<file path="src/rtl/lfsc_pkg.sv">
// constants shared by the LED driver fault and state control logic
// assumes a single 50 MHz clock; filter, enable and adaptation times become cycle counts here, fault timers in lfsc_top
`default_nettype none
package lfsc_pkg;
	localparam int unsigned CLK_HZ = 50_000_000;
	localparam int unsigned CLK_PERIOD_NS = 20;
	localparam int unsigned CYC_PER_US = CLK_HZ / 1_000_000;
	localparam int unsigned CYC_PER_MS = CLK_HZ / 1_000;

	localparam int unsigned NCH = 4;
	localparam int unsigned VT_W = 8;
	localparam int unsigned CNT_W = 25;
	localparam int unsigned FILT_W = 6;
	localparam int unsigned EN_W = 11;

	// comparator filter time, a least time: rounded up
	localparam int unsigned T_CMP_FILT_NS = 1000;
	localparam int unsigned CMP_FILT_CYC = (T_CMP_FILT_NS + CLK_PERIOD_NS - 1) / CLK_PERIOD_NS;
	// enable clearing pulse window: least time rounded up, longest rounded down
	localparam int unsigned T_EN_MIN_NS = 2000;
	localparam int unsigned T_EN_MAX_NS = 20000;
	localparam int unsigned EN_MIN_CYC = (T_EN_MIN_NS + CLK_PERIOD_NS - 1) / CLK_PERIOD_NS;
	localparam int unsigned EN_MAX_CYC = T_EN_MAX_NS / CLK_PERIOD_NS;
	// fault filters and timers
	localparam int unsigned T_OV_SS_US = 100;
	localparam int unsigned T_UV_US = 100;
	localparam int unsigned T_OV_ACT_MS = 560;
	localparam int unsigned T_OV_RPT_MS = 50;
	localparam int unsigned T_OV_REARM_MS = 160;
	localparam int unsigned T_RECOVERY_MS = 100;
	localparam int unsigned T_SOFT_START_US = 1000;
	localparam int unsigned T_ADAPT_NS = 10000;
	localparam int unsigned ADAPT_CYC = T_ADAPT_NS / CLK_PERIOD_NS;

	// target voltage code: 256 levels between minimum and maximum output voltage
	localparam logic [VT_W-1:0] VT_MAX = 8'hFF;
	localparam logic [VT_W-1:0] VT_MIN = 8'h00;
	localparam logic [VT_W-1:0] VT_INIT = 8'hE1;
	localparam logic [VT_W-1:0] VT_ONE = 8'h01;
	// down pressure applied once every DP_TICKS + 1 adaptation ticks
	localparam logic [3:0] DP_TICKS = 4'hF;

	typedef enum logic [1:0] {
		ST_STANDBY,
		ST_SOFT,
		ST_ACTIVE,
		ST_RECOVERY
	} lfsc_state_t;
endpackage
`default_nettype wire

</file>
<file path="src/rtl/lfsc_glitch_filt.sv">
// one-bit glitch filter: output follows the input once it has held steady for CYC cycles
// assumes the raw input is already synchronous to clk_i
`default_nettype none
module lfsc_glitch_filt
	import lfsc_pkg::*;
#(
	parameter int unsigned CYC = CMP_FILT_CYC
) (
	input wire logic clk_i,   // system clock
	input wire logic rst_n_i, // async reset, active low
	input wire logic raw_i,   // unfiltered level
	output logic filt_o       // qualified level
);
	logic [FILT_W-1:0] cnt_r;

	always_ff @(posedge clk_i or negedge rst_n_i) begin
		if (!rst_n_i) begin
			cnt_r <= '0;
		end else if (raw_i == filt_o || cnt_r == FILT_W'(CYC - 1)) begin
			cnt_r <= '0;
		end else begin
			cnt_r <= cnt_r + FILT_W'(1);
		end
	end

	always_ff @(posedge clk_i or negedge rst_n_i) begin
		if (!rst_n_i) begin
			filt_o <= 1'b0;
		end else if (raw_i != filt_o && cnt_r == FILT_W'(CYC - 1)) begin
			filt_o <= raw_i;
		end
	end
endmodule
`default_nettype wire

</file>
<file path="src/rtl/lfsc_top.sv">
// LED driver control: PWM pass-through, adaptive target voltage, string faults, state machine
// assumes all inputs synchronous to clk_i; rst_n_i is the regulator power-on reset
// Behaviour
// - each enabled channel output follows the brightness PWM input edge for edge.
// - converter target is an 8-bit code of 256 levels, 255 equal voltage steps.
// - target code is nudged down periodically even in steady state.
// - three headroom comparator flags per channel, each filtered for 1 us.
// - target holds between periodic down steps while all active channels sit between low and mid.
// - target steps down when all active channels are above mid.
// - target steps up when any active channel is below low.
// - open string fault when code is maximum and a channel stays below low.
// - short fault when a channel is above high while another is in window.
// - string fault disables only that channel, asserts fault, stays active.
// - overvoltage, undervoltage or thermal fault enters recovery; all off, fault low.
// - after 100 ms recovery, return active if fault cleared; release fault.
// - enable low 2 to 20 us clears string fault indication, not the disabled channel; LEDs blanked meanwhile.
// - enable low longer than the window enters standby; restart on enable high.
// - from soft start, overvoltage faults after persisting 100 us.
// - active overvoltage filter 560 ms, 50 ms after a fault, rearmed after 160 ms.
// - undervoltage watched in every state, faults after persisting 100 us.
// - thermal flag watched from soft start; recovery waits until it clears.
// - standby after power-on reset; power up when enable goes high.
// - grounded outputs found at each power up from standby, disabled and excluded until the next.
`default_nettype none
module lfsc_top
	import lfsc_pkg::*;
#(
	parameter int unsigned OV_SS_CYC = T_OV_SS_US * CYC_PER_US,
	parameter int unsigned UV_CYC = T_UV_US * CYC_PER_US,
	parameter int unsigned OV_ACT_CYC = T_OV_ACT_MS * CYC_PER_MS,
	parameter int unsigned OV_RPT_CYC = T_OV_RPT_MS * CYC_PER_MS,
	parameter int unsigned OV_REARM_CYC = T_OV_REARM_MS * CYC_PER_MS,
	parameter int unsigned REC_CYC = T_RECOVERY_MS * CYC_PER_MS,
	parameter int unsigned SOFT_CYC = T_SOFT_START_US * CYC_PER_US
) (
	input wire logic clk_i,                // 50 MHz clock
	input wire logic rst_n_i,              // power-on reset, active low
	input wire logic enable_input,         // host enable level
	input wire logic pwm_i,                // host brightness PWM
	input wire logic [NCH-1:0] low_cmp_i,  // channel above low headroom level
	input wire logic [NCH-1:0] mid_cmp_i,  // channel above mid headroom level
	input wire logic [NCH-1:0] high_cmp_i, // channel above shorted-string level
	input wire logic [NCH-1:0] grounded_i, // output sensed tied to ground
	input wire logic ovp_i,                // raw input overvoltage condition
	input wire logic uvlo_i,               // raw input undervoltage condition
	input wire logic tsd_i,                // thermal flag, hysteresis done in analog
	input wire logic fault_pin_i,          // fault pin level, not used inside
	output logic [NCH-1:0] led_pwm_o,      // current sink enables
	output logic conv_en_o,                // converter enable
	output logic [VT_W-1:0] vtarget_o,     // converter target voltage code
	output logic fault_pin_o,              // fault pin drive value, always low
	output logic fault_oe_n_o,             // fault pin enable, low pulls pin low
	output logic [NCH-1:0] open_string_fault_o,   // latched open-string channels
	output logic [NCH-1:0] shorted_string_fault_o // latched shorted-string channels
);
	lfsc_state_t state_r;
	lfsc_state_t state_nxt;
	logic [NCH-1:0] low_f, mid_f, high_f;
	logic [NCH-1:0] gnd_r, open_r, short_r, act;
	logic [CNT_W-1:0] st_cnt_r, ov_cnt_r, uv_cnt_r, rearm_cnt_r;
	logic [EN_W-1:0] en_lo_cnt_r;
	logic [9:0] tick_cnt_r;
	logic [3:0] dp_cnt_r;
	logic tick, dp, any_low, all_mid, open_hit, in_win, ov_fast_r, led_fault_r;
	logic ov_flt, uv_flt, hard_flt, en_clear, en_long, rec_done, soft_done;
	logic [NCH-1:0] short_hit;

	genvar g;
	for (g = 0; g < NCH; g++) begin : g_cmp
		lfsc_glitch_filt #(.CYC(CMP_FILT_CYC)) u_low (
			.clk_i(clk_i), .rst_n_i(rst_n_i), .raw_i(low_cmp_i[g]), .filt_o(low_f[g]));
		lfsc_glitch_filt #(.CYC(CMP_FILT_CYC)) u_mid (
			.clk_i(clk_i), .rst_n_i(rst_n_i), .raw_i(mid_cmp_i[g]), .filt_o(mid_f[g]));
		lfsc_glitch_filt #(.CYC(CMP_FILT_CYC)) u_high (
			.clk_i(clk_i), .rst_n_i(rst_n_i), .raw_i(high_cmp_i[g]), .filt_o(high_f[g]));
	end

	function automatic logic cnt_hit(input logic [CNT_W-1:0] cnt, input int unsigned lim);
		cnt_hit = (cnt >= CNT_W'(lim - 1));
	endfunction

	// faulted and grounded channels drop out of the loop
	assign act = ~(gnd_r | open_r | short_r);
	assign any_low = |(act & ~low_f);
	assign all_mid = (act != '0) && ((act & ~mid_f) == '0);
	assign in_win = |(act & low_f & ~mid_f);
	// high on one, another in window
	assign short_hit = (act & high_f) & {NCH{in_win}};
	assign open_hit = any_low && vtarget_o == VT_MAX;
	// comparators only mean something while the sinks conduct
	assign tick = state_r == ST_ACTIVE && pwm_i && enable_input && tick_cnt_r == 10'(ADAPT_CYC - 1);
	assign dp = dp_cnt_r == DP_TICKS;

	// enable low measured; short pulse clears
	assign en_clear = enable_input && en_lo_cnt_r >= EN_W'(EN_MIN_CYC) && en_lo_cnt_r <= EN_W'(EN_MAX_CYC);
	assign en_long = !enable_input && en_lo_cnt_r == EN_W'(EN_MAX_CYC);

	// overvoltage filter length depends on state and history
	always_comb begin
		ov_flt = 1'b0;
		if (state_r == ST_SOFT) begin
			ov_flt = ovp_i && cnt_hit(ov_cnt_r, OV_SS_CYC);
		end else if (state_r == ST_ACTIVE) begin
			ov_flt = ovp_i && cnt_hit(ov_cnt_r, ov_fast_r ? OV_RPT_CYC : OV_ACT_CYC);
		end
	end
	assign uv_flt = uvlo_i && cnt_hit(uv_cnt_r, UV_CYC);
	assign hard_flt = ov_flt || uv_flt || tsd_i;
	assign rec_done = cnt_hit(st_cnt_r, REC_CYC);
	assign soft_done = cnt_hit(st_cnt_r, SOFT_CYC);

	always_comb begin
		state_nxt = state_r;
		case (state_r)
			ST_STANDBY: begin
				if (enable_input && !uvlo_i) begin
					state_nxt = ST_SOFT;
				end
			end
			ST_SOFT: begin
				if (en_long) begin
					state_nxt = ST_STANDBY;
				end else if (hard_flt) begin
					state_nxt = ST_RECOVERY;
				end else if (soft_done) begin
					state_nxt = ST_ACTIVE;
				end
			end
			ST_ACTIVE: begin
				if (en_long) begin
					state_nxt = ST_STANDBY;
				end else if (hard_flt) begin
					state_nxt = ST_RECOVERY;
				end
			end
			ST_RECOVERY: begin
				if (en_long) begin
					state_nxt = ST_STANDBY;
				end else if (rec_done && !ovp_i && !uvlo_i && !tsd_i) begin
					state_nxt = ST_ACTIVE;
				end
			end
			default: state_nxt = ST_STANDBY;
		endcase
	end

	always_ff @(posedge clk_i or negedge rst_n_i) begin
		if (!rst_n_i) begin
			state_r <= ST_STANDBY;
		end else begin
			state_r <= state_nxt;
		end
	end

	// time in state; restarts on entry and on each failed recovery attempt
	always_ff @(posedge clk_i or negedge rst_n_i) begin
		if (!rst_n_i) begin
			st_cnt_r <= '0;
		end else if (state_nxt != state_r || (state_r == ST_RECOVERY && rec_done)) begin
			st_cnt_r <= '0;
		end else if (!cnt_hit(st_cnt_r, REC_CYC) || !cnt_hit(st_cnt_r, SOFT_CYC)) begin
			st_cnt_r <= st_cnt_r + CNT_W'(1);
		end
	end

	always_ff @(posedge clk_i or negedge rst_n_i) begin
		if (!rst_n_i) begin
			ov_cnt_r <= '0;
		end else if (!ovp_i || state_nxt != state_r || !(state_r == ST_SOFT || state_r == ST_ACTIVE)) begin
			ov_cnt_r <= '0;
		end else if (!cnt_hit(ov_cnt_r, OV_ACT_CYC)) begin
			ov_cnt_r <= ov_cnt_r + CNT_W'(1);
		end
	end

	always_ff @(posedge clk_i or negedge rst_n_i) begin
		if (!rst_n_i) begin
			uv_cnt_r <= '0;
		end else if (!uvlo_i) begin
			uv_cnt_r <= '0;
		end else if (!uv_flt) begin
			uv_cnt_r <= uv_cnt_r + CNT_W'(1);
		end
	end

	// shortened filter after a fault, rearmed after 160 ms active
	always_ff @(posedge clk_i or negedge rst_n_i) begin
		if (!rst_n_i) begin
			ov_fast_r <= 1'b0;
		end else if (ov_flt) begin
			ov_fast_r <= 1'b1;
		end else if (state_r == ST_ACTIVE && cnt_hit(rearm_cnt_r, OV_REARM_CYC)) begin
			ov_fast_r <= 1'b0;
		end
	end

	always_ff @(posedge clk_i or negedge rst_n_i) begin
		if (!rst_n_i) begin
			rearm_cnt_r <= '0;
		end else if (state_r != ST_ACTIVE) begin
			rearm_cnt_r <= '0;
		end else if (!cnt_hit(rearm_cnt_r, OV_REARM_CYC)) begin
			rearm_cnt_r <= rearm_cnt_r + CNT_W'(1);
		end
	end

	always_ff @(posedge clk_i or negedge rst_n_i) begin
		if (!rst_n_i) begin
			en_lo_cnt_r <= '0;
		end else if (enable_input) begin
			en_lo_cnt_r <= '0;
		end else if (en_lo_cnt_r != EN_W'(EN_MAX_CYC)) begin
			en_lo_cnt_r <= en_lo_cnt_r + EN_W'(1);
		end
	end

	// grounded outputs sampled once at start of soft start
	always_ff @(posedge clk_i or negedge rst_n_i) begin
		if (!rst_n_i) begin
			gnd_r <= '0;
		end else if (state_r == ST_STANDBY && state_nxt == ST_SOFT) begin
			gnd_r <= grounded_i;
		end
	end

	always_ff @(posedge clk_i or negedge rst_n_i) begin
		if (!rst_n_i) begin
			tick_cnt_r <= '0;
		end else if (state_r != ST_ACTIVE || tick_cnt_r == 10'(ADAPT_CYC - 1)) begin
			tick_cnt_r <= '0;
		end else begin
			tick_cnt_r <= tick_cnt_r + 10'd1;
		end
	end

	always_ff @(posedge clk_i or negedge rst_n_i) begin
		if (!rst_n_i) begin
			dp_cnt_r <= '0;
		end else if (tick) begin
			dp_cnt_r <= dp ? 4'h0 : dp_cnt_r + 4'h1;
		end
	end

	// 256-level code; restarts from the initial level on power up
	always_ff @(posedge clk_i or negedge rst_n_i) begin
		if (!rst_n_i) begin
			vtarget_o <= VT_INIT;
		end else if (state_r == ST_STANDBY) begin
			vtarget_o <= VT_INIT;
		end else if (tick) begin
			if (any_low) begin
				if (vtarget_o != VT_MAX) begin
					vtarget_o <= vtarget_o + VT_ONE;
				end
			// all above mid, or periodic down pressure
			end else if ((all_mid || dp) && vtarget_o != VT_MIN) begin
				vtarget_o <= vtarget_o - VT_ONE;
			end
		end
	end

	// open string at maximum code; shorted string; both stay until standby
	always_ff @(posedge clk_i or negedge rst_n_i) begin
		if (!rst_n_i) begin
			open_r <= '0;
			short_r <= '0;
		end else if (state_r == ST_STANDBY) begin
			open_r <= '0;
			short_r <= '0;
		end else if (tick) begin
			open_r <= open_r | (open_hit ? (act & ~low_f) : '0);
			short_r <= short_r | short_hit;
		end
	end
	assign open_string_fault_o = open_r;
	assign shorted_string_fault_o = short_r;

	// latched string fault indication; set wins over the clearing pulse
	always_ff @(posedge clk_i or negedge rst_n_i) begin
		if (!rst_n_i) begin
			led_fault_r <= 1'b0;
		end else if (tick && (open_hit || short_hit != '0)) begin
			led_fault_r <= 1'b1;
		end else if (en_clear || state_r == ST_STANDBY) begin
			led_fault_r <= 1'b0;
		end
	end

	// pin low in recovery or on string fault, released otherwise
	always_ff @(posedge clk_i or negedge rst_n_i) begin
		if (!rst_n_i) begin
			fault_oe_n_o <= 1'b1;
			fault_pin_o <= 1'b0;
		end else begin
			fault_oe_n_o <= !(state_nxt == ST_RECOVERY || led_fault_r);
			fault_pin_o <= 1'b0;
		end
	end

	// sinks follow PWM; blanked while enable is low
	always_ff @(posedge clk_i or negedge rst_n_i) begin
		if (!rst_n_i) begin
			led_pwm_o <= '0;
			conv_en_o <= 1'b0;
		end else begin
			led_pwm_o <= (state_nxt == ST_ACTIVE && enable_input && pwm_i) ? act : '0;
			conv_en_o <= state_nxt == ST_SOFT || state_nxt == ST_ACTIVE;
		end
	end
endmodule
`default_nettype wire

</file>
<file path="config.mk">
export PLATFORM = sky130hd
export DESIGN_NAME = lfsc_top
export DESIGN_NICKNAME = d
export VERILOG_FILES = /design/src/rtl/lfsc_pkg.sv /design/src/rtl/lfsc_glitch_filt.sv /design/src/rtl/lfsc_top.sv
export SDC_FILE = /design/constraint.sdc
export NUM_CORES = 1
export LEC_CHECK = 0
export ABC_CLOCK_PERIOD_IN_PS = 3200
export BUFFER_PORTS_ARGS = -buffer_cell sky130_fd_sc_hd__buf_2
export CAP_MARGIN = 20
export CORE_UTILIZATION = 28
export CTS_BUF_LIST = sky130_fd_sc_hd__clkbuf_16
export CTS_CLUSTER_DIAMETER = 30
export DETAILED_ROUTE_END_ITERATION = 6
export PLACE_DENSITY = 0.4
export SLEW_MARGIN = 15
export SYNTH_ARGS = -nofsm -noshare
export SYNTH_HDL_FRONTEND = slang
export SYNTH_SLANG_ARGS = --single-unit
</file>
<file path="constraint.sdc">
create_clock -name clk_i -period 3.2 [get_ports clk_i]
set_clock_uncertainty 0.05 [all_clocks]
set_input_delay 0 -clock clk_i [delete_from_list [all_inputs] [get_ports clk_i]]
set_output_delay 0 -clock clk_i [all_outputs]
set_load 0.1 [all_outputs]
</file>
==> results by group, run 1 <==
Logic synthesis
  • Synth Area in XOR/XNOR: 0.1000
  • Post-synth EDFFs: 0
  • Post-synthesis sequential area ratio: 0.4620
  • Post-synthesis mux area share: 0.02163
  • Largest family of logic cells by synthesized area: simple AND/OR/NAND/NOR gates
  • FFs w/ async S/R, synth: 1.000
  • Post-synthesis cell count: approximately 1300
  • Cell variety after synth: 82
  • Synth Area in Simple Gates: 0.2524
  • Post-Synth Adder-Cell Area: 0.05561
  • Yosys warnings: 0
  • Synth Area in Compound Gates: 0.08120
  • Mapped cell area: 12960 µm²
  • Synthesized net count: 1392
  • Post-synthesis register bit count: roughly 240
  • Avg Cell Area, Syn: 9.885 µm²
  • Top_reg_cell synth: dfrtp_1

Cells and area
  • Most frequent cells in the layout: 226 x dfrtp_1, 169 x nor2_1, 115 x nand2_1
  • Final Util: 0.3811
  • Fin area: roughly 17000 µm²
  • NumNets Final: 1575
  • # fillers: 4617
  • Multi-input combinational cell area: 6790 µm²
  • Ant diodes: 0
  • Syn-to-layout area delta: 33.76%
  • Commonest non-fill, non-tap cell in the layout: dfrtp_1
  • Final cell count without fillers: 2152
  • Share of cells above drive strength 1: 0.2171
  • Sequential cell area: 5997 µm²

GRT
  • Gr ovfl total: 0
  • Initial antenna violation count: 1
  • First-pass GRT wire length: 54.91 mm
  • Vias in the first global route: 10620
  • GRT Util Overall: 0.1442
  • Largest net degree at the start of global routing: 68

Clock network
  • Max clock buf depth: 3
  • CTS root buffer: clkbuf_16
  • CTS tree: done
  • Num CTS Buffers: 73
  • CTS sink cnt: 239
  • H-tree levels: 3
  • Worst-Skew Late Latency: between 0.5 and 0.6 ns
  • CTS clk-pin slew, worst paths: 0.04 ns

Drt
  • DR iter-0 viols: 420
  • Drt pass-1 iters: 5
  • Vias per cell: 4.752
  • Avg WL per Cell: ~15 µm
  • DRC: 0
  • DRT antenna net count: 0
  • DR vias: around 10000
  • Final wirelength: 32.68 mm

Critical path
  • Worst path depth: 12
  • CP cell instances: buf_6, ha_4, nand4_1, nor2_2, o311ai_2, a2111o_1, and3_4, nand2b_4, a211oi_4, ha_2, nand2_4, mux2_2
  • WS Path Type: reg2reg
  • CP peak stage delay: 0.46 ns
  • Maximum fanout along the worst path: 7
  • Crit path to: gnd_r[2]
  • Reg2reg end: gnd_r[2]
  • Worst path required time: approximately 3.6 ns
  • CP bufs+invs: 1
  • Reg-to-Reg Start: ov_fast_r
  • CP delay by family, top: compound AO/OA/AOI/OAI gates
  • Worst Reg-to-Reg Cells: 12
  • R2r setup slk: 0.12 ns
  • Crit-path slowest cell: a2111o_1
  • Signal arrival time at the worst endpoint: 3.48 ns
  • CP Launch Type: flop
  • Worst Setup SP: ov_fast_r
  • CP Capture Type: flop

Floorplan
  • Core Rows: 78
  • Die height: 217.1 µm
  • Die W: 217.1 µm
  • Effective utilization at floorplan: 0.2849
  • Core area: 45480 µm²
  • Num ports: 47
  • Die area: 47150 µm²

STA
  • Final Hold Vio Count: 0
  • Slew Limit Fails: 0
  • Worst-margin pin slew: roughly 0.85 ns
  • Slew Limit Headroom: 0.4337
  • Final period demand of the worst path: 3.075 ns
  • Final setup fails: 0
  • Peak Freq: 325.2 MHz
  • Fraction of the cycle the final worst path needs: 0.9610

Placed design
  • Placed Area: 14420 µm²
  • Dpl cells: 1992
  • Final GP Congestion: 0.7859
  • Number of buffers added on ports: 44
  • Hpwl dp: 21.73 mm

Status
  • Outcome: finished, final reports clean

Power
  • Final Power: between 10 and 15 mW
  • Lkg Pwr: around 7.5 nW
  • Pwr dens: 755.5 nW/µm²
  • VDD IR-drop max: 554.3 µV

Worst hold path
  • Hold Crit Class: in2reg

Run
  • MaxCap Viol Count: 0
-- power breakdown --
part | total [mW] | switching (mW) | internal (mW)
Clock | 7.19 | 2.18 | 5.01
Combinational | 2.50 | 1.63 | 0.875
Sequential | 3.41 | 0.187 | 3.22
Total | 13.1 | 3.99 | 9.11
-- timing repair --
item | 4_1_cts | 5_1_grt
setup endpoints to repair | 4 | 8
buffers inserted | 0 | 5
gates resized for setup | 6 | 19
hold endpoints to repair | 372 | 0
hold buffers | 22 | 0
pin swaps | 1 | 11
-- flip-flops by register name, indices dropped and copies added, names as in the netlist --
name / count
ov_cnt_r: 25
rearm_cnt_r: 25
st_cnt_r: 25
uv_cnt_r: 25
g_cmp.u_high.cnt_r: 24
g_cmp.u_low.cnt_r: 24
g_cmp.u_mid.cnt_r: 24
en_lo_cnt_r: 11
tick_cnt_r: 10
vtarget_o: 8
dp_cnt_r: 4
g_cmp.u_high.filt_o: 4
g_cmp.u_low.filt_o: 4
g_cmp.u_mid.filt_o: 4
gnd_r: 4
led_pwm_o: 4
open_string_fault_o: 4
shorted_string_fault_o: 4
state_r: 2
conv_en_o: 1
fault_oe_n_o: 1
led_fault_r: 1
ov_fast_r: 1
-- kinds of logic (layout without fill, tap and decap cells) --
logic type,after synthesis,in the layout
fa+ha+maj,57,57
flops,239,239
buf+inv,79,320
xor+xnor,148,148
mux,26,26
compound gates,138,138
other cells,1,1
simple gates,623,623
-- per-stage QoR --
step	setup TNS, ns	setup slack (ns)	hold slack, ns
after floorplan	0	0.01076	-0.3456
after global placement	-0.8414	-0.2109	-0.02272
after detailed placement	-1.040	-0.2658	-0.01743
after CTS	0	0.01193	0.07258
after global routing	-0.01499	-0.01148	0.1305
final	0	0.1247	0.1116
-- metal layers --
| metal | vias to the layer above | global-route usage | routed length, µm |
|---|---|---|---|
| met3 | 62 | 0.03732 | 1256 |
| met1 | 4963 | 0.1920 | 15790 |
| li1 | 5068 | - | - |
| met2 | 132 | 0.2245 | 14900 |
| met5 | - | 0 | 11 |
| met4 | 2 | 0.05235 | 713 |
-- layout make-up --
class                      count  area share
timing repair buffer         149     0.06677
multi-input combinational    993      0.3918
tap                          600     0.04331
clock buffer                  74      0.1068
inverter                      38    0.008229
sequential                   239      0.3460
clock inverter                59     0.03710
-- worst min path at each step --
| stage | cells past startpoint | slack, ns | start | endpoint |
|---|---|---|---|---|
| after floorplan | 0 | -0.35 | rst_n_i | conv_en_o |
| final | 5 | 0.11 | ovp_i | ov_fast_r |
| after global routing | 3 | 0.13 | high_cmp_i[0] | g_cmp[0].u_high.filt_o |
| after global placement | 1 | -0.02 | rst_n_i | st_cnt_r[11] |
| after CTS | 5 | 0.07 | ovp_i | ov_fast_r |
| after detailed placement | 1 | -0.02 | rst_n_i | st_cnt_r[11] |
-- synthesized netlist by cell type (16+ instances only) --
library cell  instances  area [µm²]
clkbuf_1             28       105.1
xor2_1               80       700.7
a21oi_1              31       155.2
ha_1                 56       700.7
nor3_1               55       275.3
nor2_1              170       638.1
dfrtp_1             234        5856
and2_1               25       156.4
nand4_1              50       312.8
xnor2_1              68       595.6
o21ai_0              21       105.1
inv_1                38       142.6
mux2_2               16       180.2
nand3_1              67       335.3
nor4_2               24       300.3
nor4_1               31       193.9
nand2_1             116       435.4
and3_1               26       162.7
-- tightest hold or removal path, delay by kind of cell --
| kind | cells | cell delay (ns) |
|---|---|---|
| AND/OR/NAND/NOR | 2 | 0.19 |
| buffers and inverters | 1 | 0.15 |
| AO/OA/AOI/OAI | 2 | 0.34 |
Note: power is estimated with default switching activity, not from simulation.
==> inputs of run 2 (changes only) <==
--- a/config.mk
+++ b/config.mk
@@ -5,14 +5,15 @@
 export SDC_FILE = /design/constraint.sdc
 export NUM_CORES = 1
 export LEC_CHECK = 0
+export ABC_AREA = 1
 export ABC_CLOCK_PERIOD_IN_PS = 3200
 export BUFFER_PORTS_ARGS = -buffer_cell sky130_fd_sc_hd__buf_2
 export CAP_MARGIN = 20
-export CORE_UTILIZATION = 28
+export CORE_UTILIZATION = 55
 export CTS_BUF_LIST = sky130_fd_sc_hd__clkbuf_16
 export CTS_CLUSTER_DIAMETER = 30
 export DETAILED_ROUTE_END_ITERATION = 6
-export PLACE_DENSITY = 0.4
+export PLACE_DENSITY_LB_ADDON = 0.25
 export SLEW_MARGIN = 15
 export SYNTH_ARGS = -nofsm -noshare
 export SYNTH_HDL_FRONTEND = slang
==> results by group, run 2 <==
Status
  • Outcome: finished, final reports clean

Logic synthesis
  • Area contributors post-synth: dfrtp_1 43%, nand2_1 7.4%, nor2_1 7.2%
  • Cell variety after synth: 55 (-33%)
  • Post-synthesis register bit count: 239 (unchanged)
  • Most common library cells after synthesis: 266 x nand2_1, 261 x nor2_1, 234 x dfrtp_1
  • Post-synthesis cell count: 1650 (+26%)
  • Synth top area share: 0.4315 (-0.02037)
  • Post-synth EDFFs: 0 (unchanged)
  • FFs w/ async S/R, synth: 1.000 (unchanged)
  • Most common cell in the netlist: nand2_1
  • Top_reg_cell synth: dfrtp_1
  • Post-synthesis sequential area ratio: 0.4412 (-0.02083)
  • Avg Cell Area, Syn: 8.225 µm² (-17%)
  • Mapped cell area: 13570 µm² (+4.7%)
  • Top cell type by total area after synthesis: dfrtp_1
  • Synthesized net count: 1731 (+24%)
  • Yosys warnings: 0 (unchanged)

Placed design
  • Dpl cells: 2013 (+1.1%)
  • Placed Area: 14240 µm² (-1.3%)
  • Pre-CTS WS: 0.07684 ns (+0.3426 ns)
  • Final GP Congestion: 0.9261 (+18%)
  • Number of buffers added on ports: 44 (unchanged)
  • Hpwl dp: 20.26 mm (-6.7%)

STA
  • Final period demand of the worst path: 2.973 ns (-0.1025 ns)
  • Hold slack: 0.02696 ns (-0.08466 ns)
  • Fraction of the cycle the final worst path needs: 0.9290 (-0.03202)
  • Worst-margin pin slew: 0.6965 ns (-0.1509 ns)
  • RSZ-0062 raised after global routing: no
  • Peak Freq: 336.4 MHz (+3.4%)
  • TNS Setup: 0 ns (unchanged)
  • Final Hold Vio Count: 0 (unchanged)
  • Final WS setup: 0.2271 ns (+0.1025 ns)
  • Final setup fails: 0 (unchanged)
  • Slew Limit Fails: 0 (unchanged)
  • Slew Limit Headroom: 0.5314 (+0.09769)

Power
  • Sequential Power Share: 0.307 (+0.047)
  • Final Power: 11.03 mW (-16%)
  • Comb power frac: 0.215 (+0.024)
  • Lkg Pwr: 7.485 nW (-0.21%)
  • VDD IR-drop max: 988.3 µV (+78%)
  • Clock power share: 0.478 (-0.071)
  • Pwr dens: 677.1 nW/µm² (-10%)
  • Switching power: 3.587 mW (-10%)
  • Int Pwr: 7.441 mW (-18%)
  • Net Sw Frac: 0.3252 (+0.02055)

Floorplan
  • Die area: 25310 µm² (-46%)
  • Core Rows: 57 (-27%)
  • Num ports: 47 (unchanged)
  • Effective utilization at floorplan: 0.5596 (+0.2747)
  • Die height: 159.1 µm (-27%)
  • Die W: 159.1 µm (-27%)
  • Core area: 24250 µm² (-47%)

Cells and area
  • Commonest non-fill, non-tap cell in the layout: nand2_1
  • NumNets Final: 1847 (+17%)
  • Syn-to-layout area delta: 20.02%
  • Share of cells above drive strength 1: 0.1373 (-0.07982)
  • Final Util: 0.6717 (+0.2906)
  • Fin area: 16290 µm² (-6.0%)
  • # fillers: 1973 (-57%)
  • Most frequent cells in the layout: 265 x nand2_1, 261 x nor2_1, 226 x dfrtp_1
  • Sequential cell area: 5997 µm² (unchanged)
  • Ant diodes: 0 (unchanged)
  • Multi-input combinational cell area: 6649 µm² (-2.1%)
  • Final cell count without fillers: 2130 (-1.0%)

GRT
  • GRT Util Overall: 0.2393 (+0.09513)
  • Gr ovfl total: 0 (unchanged)
  • Initial antenna violation count: 0 (-1)
  • Vias in the first global route: 11070 (+4.2%)
  • First-pass GRT wire length: 51.05 mm (-7.0%)
  • Largest net degree at the start of global routing: 84 (+24%)

Clock network
  • Num CTS Buffers: 53 (-27%)
  • CTS clk-pin slew, worst paths: 0.05 ns (about the same)
  • CTS sink cnt: 239 (unchanged)
  • H-tree levels: 2 (-1)
  • CTS root buffer: clkbuf_16
  • Worst-Skew Late Latency: 0.55 ns (-0.04 ns)
  • CTS tree: done
  • Max clock buf depth: 3 (unchanged)
  • Post-CTS setup buffers: 0 (unchanged)

Critical path
  • Signal arrival time at the worst endpoint: 3.36 ns (-0.12 ns)
  • Worst path required time: 3.58 ns (-0.03 ns)
  • WS Path Type: reg2reg
  • CP Capture Type: flop
  • CP Launch Type: flop
  • Maximum fanout along the worst path: 9 (+2)
  • R2r setup slk: 0.23 ns (+0.10 ns)

Drt
  • Final wirelength: 29.31 mm (-10%)
  • DR vias: 11230 (+9.8%)
  • Vias per cell: 5.274 (+11%)
  • DRC: 0 (unchanged)
  • DRT antenna net count: 0 (unchanged)
  • DR iter-0 viols: 713 (+70%)
  • Drt pass-1 iters: 5 (unchanged)
  • Avg WL per Cell: 13.76 µm (-9.4%)

Run
  • MaxCap Viol Count: 0 (unchanged)

Worst hold path
  • Hold Crit Class: in2async
[run 2: cell count changes after synthesis, sizes merged, moves of 27 or more]
| cell | previous run | this run |
|---|---|---|
| inv | 38 | 217 |
| nand2 | 116 | 270 |
| nor2 | 170 | 307 |
| xnor2 | 68 | 18 |
| o21ai | 23 | 70 |
| nor4 | 56 | 19 |
| xor2 | 80 | 50 |
| nor3b | 0 | 27 |
[run 2: worst max-delay path, stage by stage (launching register included)]
cell and delay, ns:
dfrtp_1 0.37, buf_4 0.20, ha_1 0.31, nand2_1 0.10, inv_1 0.04, nand2_1 0.04, nand2_1 0.05, nand2_1 0.05
nand2_1 0.04, nand2_1 0.05, nand4_1 0.07, nand2_1 0.06, nand2_1 0.05, nand2_1 0.11, nand3_1 0.09, nand2_1 0.08
nand2_1 0.06, nand2_1 0.07, nand2_2 0.09, o21ai_2 0.10, inv_1 0.10, ha_2 0.21, nand2_2 0.12, mux2_2 0.34
[run 2: layout make-up]
type                            count  share of cell area
Clock inverter                     42             0.02620
Clock buffer                       53             0.08143
Inverter                          219             0.05047
Sequential cell                   239              0.3682
Timing Repair Buffer               85             0.04056
Multi-Input combinational cell   1168              0.4082
Tap cell                          324             0.02489
[run 2: logic make-up after synthesis]
group	count (synthesis)	synth area share
buffers and inverters	243	0.07431
adder cells (fa/ha/maj)	57	0.05311
other	1	0.0002763
AND/OR/NAND/NOR	870	0.3138
AO/OA/AOI/OAI	167	0.06943
flip-flops	239	0.4412
XOR/XNOR	68	0.04389
multiplexers	5	0.004057
[run 2: path summary, 6_finish.rpt]
kind	start	cells past startpoint	end
max in group asynchronous	rst_n_i	3	fault_oe_n_o
hold reg to reg	led_fault_r	1	fault_oe_n_o
hold / removal	rst_n_i	3	g_cmp[2].u_high.cnt_r[3]
setup / recovery	ov_fast_r	23	gnd_r[1]
min in group clk_i	tsd_i	8	state_r[1]
setup reg to reg	ov_fast_r	23	gnd_r[1]
[run 2: repair_timing]
action | in CTS | in global routing
endpoints found under the setup margin | 0 | 4
hold endpoints to repair | 329 | 0
resized for setup | 0 | 8
hold buffers | 22 | 0
[run 2: metal layers]
layer,track usage,vias up,routed length (µm)
li1,-,5652,-
met1,0.3163,5311,13380
met2,0.4041,219,14090
met3,0.03933,51,1317
met4,0.07343,0,526
met5,0,-,0
[run 2: power groups by stage]
stage	combinational, mW	clock (mW)	sequential [mW]
final	2.38	5.27	3.38
after global routing	2.57	5.51	3.40
after CTS	2.36	5.36	3.38
after detailed placement	2.31	0	3.42
after global placement	2.28	0	3.41
after floorplan	1.53	0	3.77
